## src/logic/audio_tx_pkg.sv

```systemverilog
// constants, field layouts and carrier types of the audio serial transmitter
// assumes a 40 MHz system clock and a bit clock far slower than it
package audio_tx_pkg;
   localparam int NUM_CH = 4;
   localparam int DATA_W = 32;
   localparam int ADDR_W = 8;

   // format codes
   localparam logic [1:0] FMT_TDM = 2'h0;
   localparam logic [1:0] FMT_I2S = 2'h1;
   localparam logic [1:0] FMT_LJ = 2'h2;

   // word length codes and their bit counts
   localparam logic [1:0] WLEN_16 = 2'h0;
   localparam logic [1:0] WLEN_20 = 2'h1;
   localparam logic [1:0] WLEN_24 = 2'h2;
   localparam logic [5:0] BITS_16 = 6'h10;
   localparam logic [5:0] BITS_20 = 6'h14;
   localparam logic [5:0] BITS_24 = 6'h18;
   localparam logic [5:0] BITS_32 = 6'h20;

   // slot numbering: right half of i2s and lj starts at slot 32
   localparam logic [5:0] RIGHT_BASE = 6'h20;
   localparam logic [5:0] LAST_SLOT = 6'h3F;
   localparam logic [4:0] HALF_LAST = 5'h1F;
   localparam logic [5:0] WAIT_ONE = 6'h01;

   // register offsets
   localparam logic [ADDR_W-1:0] REG_CTRL = 8'h00;
   localparam logic [ADDR_W-1:0] REG_DELAY = 8'h04;
   localparam logic [ADDR_W-1:0] REG_SLOT_BASE = 8'h08;
   localparam logic [ADDR_W-1:0] REG_DATA_BASE = 8'h18;
   localparam logic [ADDR_W-1:0] REG_STATUS = 8'h28;
   localparam logic [ADDR_W-1:0] REG_STRIDE = 8'h04;

   // control register, bit 12 down to bit 0
   typedef struct packed {
      logic late_latch;
      logic daisy_en;
      logic lane2_en;
      logic hold_en;
      logic release_en;
      logic [1:0] serial_format_select;
      logic [1:0] sample_word_length;
      logic frame_sync_invert;
      logic bit_clock_invert;
      logic [1:0] unused;
   } ctrl_type;
   localparam int CTRL_W = $bits(ctrl_type);
   localparam logic [CTRL_W-1:0] CTRL_RESET = 13'h0030;
   localparam int DELAY_W = 5;

   // per channel slot register, bit 7 down to bit 0
   typedef struct packed {
      logic enable;
      logic lane;
      logic [5:0] slot;
   } ch_cfg_type;
   localparam int CH_CFG_W = $bits(ch_cfg_type);

   typedef struct packed {
      logic [ADDR_W-1:0] addr;
      logic [DATA_W-1:0] wdata;
      logic wr;
      logic rd;
   } bus_req_type;

   typedef struct packed {
      logic d;
      logic oe;
   } lane_type;

   function automatic logic [5:0] word_bits(input logic [1:0] code);
      case (code)
         WLEN_16: word_bits = BITS_16;
         WLEN_20: word_bits = BITS_20;
         WLEN_24: word_bits = BITS_24;
         default: word_bits = BITS_32;
      endcase
   endfunction : word_bits
endpackage : audio_tx_pkg

```

## src/logic/audio_serial_tx.sv

```systemverilog
// transmit side of the multichannel audio serial port, slave timing
// assumes bit clock and frame sync come from an outside master
//
// Implementation choices: the register addresses and the plain strobed port.
module audio_serial_tx #(
   parameter int NUM_CH = audio_tx_pkg::NUM_CH
) (
   input wire logic clk,
   input wire logic reset,
   input wire logic bit_clock,
   input wire logic frame_sync,
   input wire logic general_purpose_input,
   input audio_tx_pkg::bus_req_type bus_req,
   output logic [audio_tx_pkg::DATA_W-1:0] rdata,
   output audio_tx_pkg::lane_type serial_data,
   output audio_tx_pkg::lane_type general_purpose_output,
   output logic bus_hold_en,
   output logic bus_hold_value
);
   localparam int DW = audio_tx_pkg::DATA_W;

   typedef struct packed {
      audio_tx_pkg::ctrl_type ctrl;
      logic [audio_tx_pkg::DELAY_W-1:0] delay;
      audio_tx_pkg::ch_cfg_type [NUM_CH-1:0] chan;
      logic [NUM_CH-1:0][DW-1:0] sample;
      logic [NUM_CH-1:0][DW-1:0] shadow;
      logic [DW-1:0] rdata;
      logic fs_cap;
      logic active;
      logic [5:0] wait_cnt;
      logic [4:0] bit_idx;
      logic [5:0] slot;
      logic daisy_bit;
      audio_tx_pkg::lane_type lane0;
      audio_tx_pkg::lane_type lane1;
      logic hold_en;
      logic hold_val;
      logic [15:0] frame_cnt;
   } state_type;

   state_type st_q;
   state_type st_d;

   logic bclk_rise;
   logic bclk_fall;
   logic fs_level;
   logic daisy_level;
   logic eff_rise;
   logic eff_fall;
   logic launch;
   logic capture;
   logic fs_eff;
   logic start_ev;
   logic right_half;
   logic go;
   logic own0;
   logic [5:0] wait_v;
   logic [4:0] last_bit;

   // bit clock needs edges, the others only settled levels
   pin_sync bclk_sync (
      .clk(clk),
      .reset(reset),
      .pin(bit_clock),
      .level(),
      .rise(bclk_rise),
      .fall(bclk_fall)
   );

   pin_sync fs_sync (
      .clk(clk),
      .reset(reset),
      .pin(frame_sync),
      .level(fs_level),
      .rise(),
      .fall()
   );

   pin_sync daisy_sync (
      .clk(clk),
      .reset(reset),
      .pin(general_purpose_input),
      .level(daisy_level),
      .rise(),
      .fall()
   );

   always_comb
   begin
      logic own1;
      logic b0;
      logic b1;
      logic [4:0] idx;
      logic slot_end;
      logic fmt_live;
      st_d = st_q;
      own0 = 1'b0;
      own1 = 1'b0;
      b0 = 1'b0;
      b1 = 1'b0;
      idx = '0;
      slot_end = 1'b0;
      go = 1'b0;
      // reserved code idles the lanes instead of finishing an old frame
      fmt_live = !(&st_q.ctrl.serial_format_select);

      // register writes; read data stand one cycle only
      st_d.rdata = '0;
      if (bus_req.wr)
      begin
         if (bus_req.addr == audio_tx_pkg::REG_CTRL)
            st_d.ctrl = audio_tx_pkg::ctrl_type'(
               bus_req.wdata[audio_tx_pkg::CTRL_W-1:0]);
         if (bus_req.addr == audio_tx_pkg::REG_DELAY)
            st_d.delay = bus_req.wdata[audio_tx_pkg::DELAY_W-1:0];
         for (int c = 0; c < NUM_CH; c++)
         begin
            if (bus_req.addr == audio_tx_pkg::REG_SLOT_BASE
                  + 8'(c) * audio_tx_pkg::REG_STRIDE)
               st_d.chan[c] = audio_tx_pkg::ch_cfg_type'(
                  bus_req.wdata[audio_tx_pkg::CH_CFG_W-1:0]);
            if (bus_req.addr == audio_tx_pkg::REG_DATA_BASE
                  + 8'(c) * audio_tx_pkg::REG_STRIDE)
               st_d.sample[c] = bus_req.wdata;
         end
      end
      if (bus_req.rd)
      begin
         if (bus_req.addr == audio_tx_pkg::REG_CTRL)
            st_d.rdata = DW'(st_q.ctrl);
         if (bus_req.addr == audio_tx_pkg::REG_DELAY)
            st_d.rdata = DW'(st_q.delay);
         if (bus_req.addr == audio_tx_pkg::REG_STATUS)
            st_d.rdata = {9'h000, st_q.active, st_q.slot, st_q.frame_cnt};
         for (int c = 0; c < NUM_CH; c++)
         begin
            if (bus_req.addr == audio_tx_pkg::REG_SLOT_BASE
                  + 8'(c) * audio_tx_pkg::REG_STRIDE)
               st_d.rdata = DW'(st_q.chan[c]);
            if (bus_req.addr == audio_tx_pkg::REG_DATA_BASE
                  + 8'(c) * audio_tx_pkg::REG_STRIDE)
               st_d.rdata = st_q.sample[c];
         end
      end

      // inversion swaps the edges seen by all formats
      eff_rise = st_q.ctrl.bit_clock_invert ? bclk_fall : bclk_rise;
      eff_fall = st_q.ctrl.bit_clock_invert ? bclk_rise : bclk_fall;
      fs_eff = fs_level ^ st_q.ctrl.frame_sync_invert;
      // tdm launches on rising, samples sync on falling
      // i2s and lj launch on falling, sample on rising
      if (st_q.ctrl.serial_format_select == audio_tx_pkg::FMT_TDM)
      begin
         launch = eff_rise;
         capture = eff_fall;
      end
      else
      begin
         launch = eff_fall;
         capture = eff_rise;
      end

      // only the sync edge matters, so any pulse width works
      if (capture)
         st_d.fs_cap = fs_eff;
      if (capture && st_q.ctrl.daisy_en)
         st_d.daisy_bit = daisy_level;

      // frame events per format, reserved code stays idle
      start_ev = 1'b0;
      right_half = 1'b0;
      if (capture && fs_eff != st_q.fs_cap)
      begin
         case (st_q.ctrl.serial_format_select)
            audio_tx_pkg::FMT_TDM: start_ev = fs_eff;
            audio_tx_pkg::FMT_I2S:
            begin
               start_ev = 1'b1;
               right_half = fs_eff;
            end
            audio_tx_pkg::FMT_LJ:
            begin
               start_ev = 1'b1;
               right_half = ~fs_eff;
            end
            default: start_ev = 1'b0;
         endcase
      end

      // delay adds offset and late latch; i2s waits a cycle
      wait_v = {1'b0, st_q.delay} + 6'(st_q.ctrl.late_latch)
         + 6'(st_q.ctrl.serial_format_select == audio_tx_pkg::FMT_I2S);
      last_bit = 5'(audio_tx_pkg::word_bits(st_q.ctrl.sample_word_length)
         - 6'h01);

      if (start_ev)
      begin
         // frame or left half starts at slot 0, right half at slot 32
         st_d.slot = right_half ? audio_tx_pkg::RIGHT_BASE : '0;
         st_d.bit_idx = '0;
         st_d.wait_cnt = wait_v;
         // zero wait sends the msb at once, ahead of a launch edge
         go = (wait_v == '0);
         st_d.active = go;
         if (!right_half)
         begin
            st_d.shadow = st_q.sample;
            st_d.frame_cnt = st_q.frame_cnt + 16'h0001;
         end
      end
      else if (launch && fmt_live && st_q.wait_cnt != '0)
      begin
         // msb goes out when the wait runs down
         st_d.wait_cnt = st_q.wait_cnt - 6'h01;
         go = (st_q.wait_cnt == audio_tx_pkg::WAIT_ONE);
         st_d.active = go;
      end
      else if (launch && fmt_live && st_q.active)
         go = 1'b1;
      else if (launch)
      begin
         // idle line released or held low after the frame
         st_d.lane0.oe = ~st_q.ctrl.release_en;
         st_d.lane1.oe = ~st_q.ctrl.release_en;
         st_d.lane0.d = 1'b0;
         st_d.lane1.d = 1'b0;
      end

      if (go)
      begin
         // msb first over the programmed word length
         idx = last_bit - st_d.bit_idx;
         for (int c = 0; c < NUM_CH; c++)
         begin
            if (st_q.chan[c].enable && st_q.chan[c].slot == st_d.slot)
            begin
               if (st_q.chan[c].lane && st_q.ctrl.lane2_en)
               begin
                  own1 = 1'b1;
                  b1 = st_d.shadow[c][idx];
               end
               else
               begin
                  own0 = 1'b1;
                  b0 = st_d.shadow[c][idx];
               end
            end
         end
         if (own0)
            st_d.lane0 = '{d: b0, oe: 1'b1};
         // foreign slots repeat the upstream device
         else if (st_q.ctrl.daisy_en)
            st_d.lane0 = '{d: st_q.daisy_bit, oe: 1'b1};
         // release in slots this device does not use
         else if (st_q.ctrl.release_en)
            st_d.lane0.oe = 1'b0;
         else
            st_d.lane0 = '{d: 1'b0, oe: 1'b1};
         // second lane follows the same slot timing
         if (own1)
            st_d.lane1 = '{d: b1, oe: 1'b1};
         else
            st_d.lane1 = '{d: 1'b0, oe: ~st_q.ctrl.release_en};

         // step through slots with no idle bits
         if (st_q.ctrl.serial_format_select == audio_tx_pkg::FMT_TDM)
            slot_end = (st_d.slot == audio_tx_pkg::LAST_SLOT);
         else
            slot_end = (st_d.slot[4:0] == audio_tx_pkg::HALF_LAST);
         if (st_d.bit_idx == last_bit)
         begin
            st_d.bit_idx = '0;
            if (slot_end)
               st_d.active = 1'b0;
            else
               st_d.slot = st_d.slot + 6'h01;
         end
         else
            st_d.bit_idx = st_d.bit_idx + 5'h01;
      end

      if (!st_q.ctrl.lane2_en)
         st_d.lane1 = '0;
      // keeper holds the last value the device drove
      if (st_d.lane0.oe)
         st_d.hold_val = st_d.lane0.d;
      st_d.hold_en = st_q.ctrl.hold_en & ~st_d.lane0.oe;
   end

   always_ff @(posedge clk)
   begin
      if (reset)
      begin
         st_q <= '0;
         st_q.ctrl <= audio_tx_pkg::CTRL_RESET;
      end
      else
         st_q <= st_d;
   end

   // every output straight from the state register
   assign rdata = st_q.rdata;
   assign serial_data = st_q.lane0;
   assign general_purpose_output = st_q.lane1;
   assign bus_hold_en = st_q.hold_en;
   assign bus_hold_value = st_q.hold_val;
endmodule : audio_serial_tx

```

## src/logic/pin_sync.sv

```systemverilog
// two-flop synchroniser with edge detection for one slow pin
// assumes the pin changes no faster than a few system clocks
module pin_sync (
   input wire logic clk,
   input wire logic reset,
   input wire logic pin,
   output logic level,
   output logic rise,
   output logic fall
);
   typedef struct packed {
      logic meta;
      logic sync;
      logic prev;
   } sync_state_type;

   sync_state_type st_q;
   sync_state_type st_d;

   // first flop only feeds the second
   always_comb
   begin
      st_d = st_q;
      st_d.meta = pin;
      st_d.sync = st_q.meta;
      st_d.prev = st_q.sync;
   end

   always_ff @(posedge clk)
   begin
      if (reset)
         st_q <= '0;
      else
         st_q <= st_d;
   end

   // edges use only the settled copies
   assign level = st_q.sync;
   assign rise = st_q.sync & ~st_q.prev;
   assign fall = ~st_q.sync & st_q.prev;
endmodule : pin_sync

```

## config.mk

```make
export PLATFORM = sky130hd
export DESIGN_NAME = audio_serial_tx
export DESIGN_NICKNAME = d
export VERILOG_FILES = /design/src/logic/audio_tx_pkg.sv /design/src/logic/audio_serial_tx.sv /design/src/logic/pin_sync.sv
export SDC_FILE = /design/constraint.sdc
export NUM_CORES = 1
export LEC_CHECK = 0
export BUFFER_PORTS_ARGS = -buffer_cell sky130_fd_sc_hd__buf_2
export CAP_MARGIN = 20
export CORE_ASPECT_RATIO = 1.75
export CORE_UTILIZATION = 62
export DETAILED_ROUTE_END_ITERATION = 12
export PLACE_DENSITY = 0.83
export SYNTH_ARGS = -nofsm -noshare
export SYNTH_HDL_FRONTEND = slang
export SYNTH_SLANG_ARGS = --single-unit
export TNS_END_PERCENT = 1
```

## constraint.sdc

```tcl
create_clock -name clk -period 5.7 [get_ports clk]
set_input_delay 0.57 -clock clk [delete_from_list [all_inputs] [get_ports clk]]
set_output_delay 0.57 -clock clk [all_outputs]
set_load 0.1 [all_outputs]
```

== Yosys cells after proc, flatten, opt, wreduce, memory -nomap -nowiden ==
Index checks and enable logic that the tools add are counted.
Word-level totals
  input port bits: 47
  register bits: 387
Cells by class
  reduce and logical (&&, ||, !) cells: 37
  bitwise logic cells: 12
  equality and inequality tests: 26
  add/sub/neg operators: 8
  order comparisons: 1
  multiplexer cells: 90
Operators by type and width (count)
  $mux 32: 10
  $mux 128: 2
  $mux 1: 54
  $eq 8x5->1 const B: 4
  $eq 6x6->1: 4
  $eq 8x6->1 const B: 3
  $reduce_and 2->1: 12
  $mux 11: 2
  $bmux 1 s5: 4
  $mux 4: 5
  $mux 6: 3
  $add 16x1->16 const B: 1
  $eq 8x4->1 const B: 2
  $pmux 5 s3: 1
  $mux 7: 2
  $logic_and 1x1->1: 13
  $mux 13: 1
  $eq 8x3->1 const B: 1
  $logic_not 8->1: 1
  $not 1->1: 8
  $add 5x1->6: 1
  $add 6x1->6: 1
  $add 6x1->6 const B: 1
  $eq 6x1->1 const B: 1
  25 further kinds: 37

== Logic depth before layout (Yosys ltp) ==
  word-level depth: 23
  mapped depth: 19
  mapped depth without buffers: 17

== Cells and area by module ==
A second synthesis with hierarchy kept.
Unflattened totals
  cells, all modules: 2240
  area, all modules: 17636.9 um^2
Modules (own cells, without submodules)
  audio_serial_tx: instances 1, area an instance 17362.9 um^2, cells an instance 2216
  pin_sync: instances 3, area an instance 91.3 um^2, cells an instance 8

== Worst setup path before layout ==
OpenSTA, ideal clock, no wires.
  kind: reg-to-reg
  from: register st_q[373] in the netlist's numbering
  to: register st_q, in the netlist bus_hold_value
  required time: 5563 ps
  setup slack: 1346 ps
  library setup time: 137 ps
  arrival: 4217 ps
  stages on the path, launching flop included: 19
  cell sequence: dfxtp_1 inv_1 ha_1 xnor2_4 mux2_4 nand2_2 buf_2 buf_2 nand2_1 ha_1 nor3_1 or2_2 buf_1 mux2_2 mux4_2 a32oi_1 nor3b_1 a221oi_2 a311oi_2
Between the ends
  word-level cells in the longest chain between the ends: 18
  elaborated cells on any way between the ends: 66
Ends and longest elaborated chain
  from (decl): RTL line audio_serial_tx.sv:42  | state_type st_q;
  from (signal assigned): RTL line audio_serial_tx.sv:299  | st_q <= st_d;
  $eq 2x1->1, or another cell as far along: RTL line audio_serial_tx.sv:175, audio_serial_tx.sv:193
  $reduce_or 2->1 (no source line) or $mux 1 (tied branches)
  $pmux 1 s2 or $logic_and 1x1->1 (tied branches): RTL line audio_serial_tx.sv:175, audio_serial_tx.sv:173
  $mux 1: RTL line audio_serial_tx.sv:173  | if (capture && fs_eff != st_q.fs_cap)
  $mux 11, or another cell as far along: RTL line audio_serial_tx.sv:197  | if (start_ev)
  $sub 5x5->5, or another cell as far along: RTL line audio_serial_tx.sv:233  | idx = last_bit - st_d.bit_idx;
  $bmux 1 s5 or $eq 6x6->1 (tied branches): RTL line audio_serial_tx.sv:246, audio_serial_tx.sv:236
  $mux 1 (implied by the code) or $logic_and 1x1->1 (tied branches): RTL line audio_serial_tx.sv:246, audio_serial_tx.sv:236
  [2 not listed]
  $mux 1 (on tied branches): RTL line audio_serial_tx.sv:238, audio_serial_tx.sv:236
  $mux 1 (on tied branches): RTL line audio_serial_tx.sv:236, audio_serial_tx.sv:238
  $mux 1 (on tied branches): RTL line audio_serial_tx.sv:238, audio_serial_tx.sv:236
  $mux 1 (on tied branches): RTL line audio_serial_tx.sv:236, audio_serial_tx.sv:238
  $mux 1 (on tied branches): RTL line audio_serial_tx.sv:238, audio_serial_tx.sv:236
  $mux 1 (on tied branches): RTL line audio_serial_tx.sv:236, audio_serial_tx.sv:230
  $mux 2: RTL line audio_serial_tx.sv:250  | if (own0)
  $mux 4 (*): RTL line audio_serial_tx.sv:230  | if (go)
Every way passes the cells marked *; elsewhere a longest branch is shown, timed or not. The select of a mux whose other input is x is not followed.
A chain may end at the register's enable or synchronous reset.

== Worst setup path in the final report ==
Ends and elaborated chain as after synthesis.

==> flow_summary.toml <==
[run_status]
status = "completed"

[routing]
drt-total-wl_um = 61700
drc = 0
vias = 17300
firstDrtPassIters = 8
drt_iter0_drc = 2160
detail-route-antenna-nets = 0
via_per_inst = 6.60
avgRoutedWirePerCell_um = 23.6

[worst_setup_path]
reg2reg_from = "st_q[373]"
worstSetupStartpointType = "flip-flop"
r2r-end = "bus_hold_value"
critPathArrivalTime_ns = 5.05
cp.depth = 16
critPathKind = "flip-flop to flip-flop"
crit_path_top_delay_cell = "mux4_2"
path_max_fanout = 23
cp-end-kind = "flip-flop"
rrSetupSlack_ns = 1.04
worst-path-buf-inv = 1
cp_cell_sequence = "inv_1 -> ha_1 -> xnor2_4 -> mux2_4 -> nand2_2 -> nand2_1 -> ha_1 -> o21a_1 -> or2_2 -> mux2i_1 -> mux2i_1 -> mux4_2 -> a32oi_1 -> nor3b_1 -> a221oi_2 -> a311oi_2"
required_ns = 6.10
cpLargestDelayFamily = "multiplexers"
r2r_cells = 16
cpPeakStageDelay_ns = 0.51
crit_path_start = "st_q[373]"

[power_and_ir_drop]
seqPwrFrac_pct = 50.7
pwr-share-clk_pct = 46.2
p_comb_share_pct = 3.1
p_int_mw = 4.16
power_density_nw_per_um2 = 277
p_sw_mw = 1.20
p_sw_share_pct = 22.4
irDropWorstVdd_mv = 0.275
power.leakage_nw = 6.29

[placement]
placed_cell_area_um2 = 18200
numPortBuffers = 84
place_hpwl_um = 41000
dp_cells = 2555
place_congestion = 0.992

[sta]
relSlewSlack_pct = 20.3
tns_ns = 0
fin_crit_sh_pct = 81.7
min_period_ns = 4.66
slew_violations = 0
worst_clock_skew_ns = 0.0199
rsz0062_at_grt = "false"
fmax_ghz = 0.215
finalHoldViolCount = 0
timing.hold.ws_ns = 0.254
tightest_slew_ns = 1.19
setup_violations = 0

[final_layout]
num-nets-final = 2279
final_cells = 2617
multi_input_area_um2 = 9130
num-fill-cells = 2331
area_growth_pct = 7.93
final_layout_size_suffix_gt1_share_pct = 10.9
fin_area_um2 = 19400
seq_area_um2 = 7750
utilization_pct = 67.9
n_antenna_cell = 0

[clocking]
postCtsResizedCells = 0
root_buffer = "clkbuf_16"
hold_buffers = 0
cts_tree = "built"
worstSkewPairLatency_ns = 0.55
cts_buffers = 35
numClockSinks = 387
cts.path.max_buffers = 3
clk_pin_slew_ns = 0.07
post-cts-setup-buffer-count = 0
htree_levels = 2

[synthesis]
synth_top_family_by_area = "simple AND/OR/NAND/NOR gates"
ys_seq_area_share_pct = 43.2
synthSimpleGateAreaFrac_pct = 21.7
synth_top_cell_by_area = "dfxtp_1"
yosys-top-cells-area = "dfxtp_1 (43%), nand2_1 (13%), a21oi_1 (10%)"
postSynthAreaPerCell_um2 = 7.92
synth_compound_area_share_pct = 21.0
yosys_most_used_dff = "dfxtp_1"
muxShareOfSynthArea_pct = 4.36
synth_edf_count = 0
ys_seq_elements = 387
synth_xor_area_share_pct = 2.34
synth_area_um2 = 17900
synthArstFlopShare_pct = 0
synthAdderAreaFrac_pct = 1.30
synthCells = 2265
ys_types = 92
syn_nets = 2330
synth_warnings = 0
synth_top_area_share_pct = 43.2

[worst_hold_path]
min_path_cells = 2
min-delay-path-class = "primary input to flip-flop"
min_from = "general_purpose_input"
hold_end = "daisy_sync.st_d[1]"

[floorplan]
core-area_um2 = 28500
die_h_um = 227
initial_core_util_pct = 62.9
die_area_um2 = 29700
num_io_pins = 85
die_x_um = 131
rows = 82

[global_routing]
grt_util_met3_pct = 8.79
overflow = 0
grt_pass1_wl_um = 93100
grt_max_degree = 122
top_usage_layer = "met2"
met2_usage_pct = 67.1
use_met1_pct = 45.1
grt_pass1_vias = 16800
antenna_found_initial = 0
gr-usage-all-layers_pct = 41.9

[flow_run]
drv_cap = 0
sequential cells by signal (all words and copies together), names as in the netlist:
name                    cells
st_q                      342
rdata                      32
general_purpose_output      2
serial_data                 2
bclk_sync.level             1
bclk_sync.st_d              1
bclk_sync.st_q              1
bus_hold_en                 1
bus_hold_value              1
daisy_sync.level            1
daisy_sync.st_d             1
fs_sync.level               1
fs_sync.st_d                1
kinds of logic after synthesis:
family	after synthesis
simple gates	912
compound gates	611
flops	387
buf+inv	240
mux	55
xor+xnor	42
fa+ha+maj	18
per-layer routing:
layer  share of wire (%)  wire length [µm]
met3                 9.5              5840
met2                  47             28800
met5                   0                 0
met1                  33             20300
met4                  11              6760
synthesized netlist by cell type, types with 6 or more instances:
cell,count
nand2_1,637
nor3b_1,6
nor3_1,30
xor2_1,13
or3_1,9
mux2i_1,24
a21oi_1,372
nor4_1,7
buf_4,37
inv_1,32
xnor2_1,26
ha_1,17
a221oi_1,7
nor2_1,76
mux4_2,14
a31oi_1,21
clkbuf_1,143
nand4_1,17
buf_1,9
a22o_1,6
nor2b_1,18
dfxtp_1,387
nand3_1,58
nand2b_1,12
a22oi_1,70
buf_2,12
and3_1,8
o22ai_1,8
a211oi_1,10
o221ai_1,7
a222oi_1,14
mux2_2,11
o21ai_0,24
worst max path at each step:
stage,end
after floorplan,bus_hold_value
after global placement,bus_hold_value
after detailed placement,bus_hold_value
after CTS,bus_hold_value
after global routing,bus_hold_value
final,bus_hold_value
power by group through the flow:
stage	registers, mW	clock network, mW	logic [mW]
after detailed placement	2.78	0	0.162
after global routing	2.72	2.58	0.176
after global placement	2.78	0	0.160
after CTS	2.72	2.47	0.163
after floorplan	2.78	0	0.0993
final	2.72	2.47	0.168
cell type report:
cell class                 instances  share of cell area, %
multi-input combinational       1638                   47.1
timing repair buffer             118                   3.56
sequential                       387                   40.0
inverter                          34                  0.659
clock inverter                    11                  0.665
clock buffer                      51                   5.56
tap                              378                   2.44
worst register-to-register path, delay by kind of cell, from the launching register on:
kind                       cells  cell delay, ns
DFF                            1            0.42
muxes                          4            1.30
adders and majority gates      2            0.75
AOI/OAI and AO/OA              4            0.91
buffers and inverters          1            0.11
and+or+nand+nor                4            0.77
xor gates and xnor gates       1            0.25
stage by stage:
stage	total power [mW]	worst slack [ns]
after CTS	5.35	1.05
final	5.36	1.04
after detailed placement	2.94	1.06
after global placement	2.94	1.21
after floorplan	2.88	1.35
after global routing	5.47	0.773
placed cells by master, fill, tap and decap left out, types with 30 or more instances in the layout:
| cell type | synthesis | final |
|---|---|---|
| a21oi_1 | 372 | 372 |
| a22oi_1 | 70 | 70 |
| buf_2 | 12 | 83 |
| buf_4 | 37 | 33 |
| clkbuf_16 | 0 | 36 |
| dfxtp_1 | 387 | 386 |
| inv_1 | 32 | 32 |
| nand2_1 | 637 | 634 |
| nand3_1 | 58 | 58 |
| nor2_1 | 76 | 72 |
| nor3_1 | 30 | 30 |
Note: power is estimated with default switching activity, not from simulation.
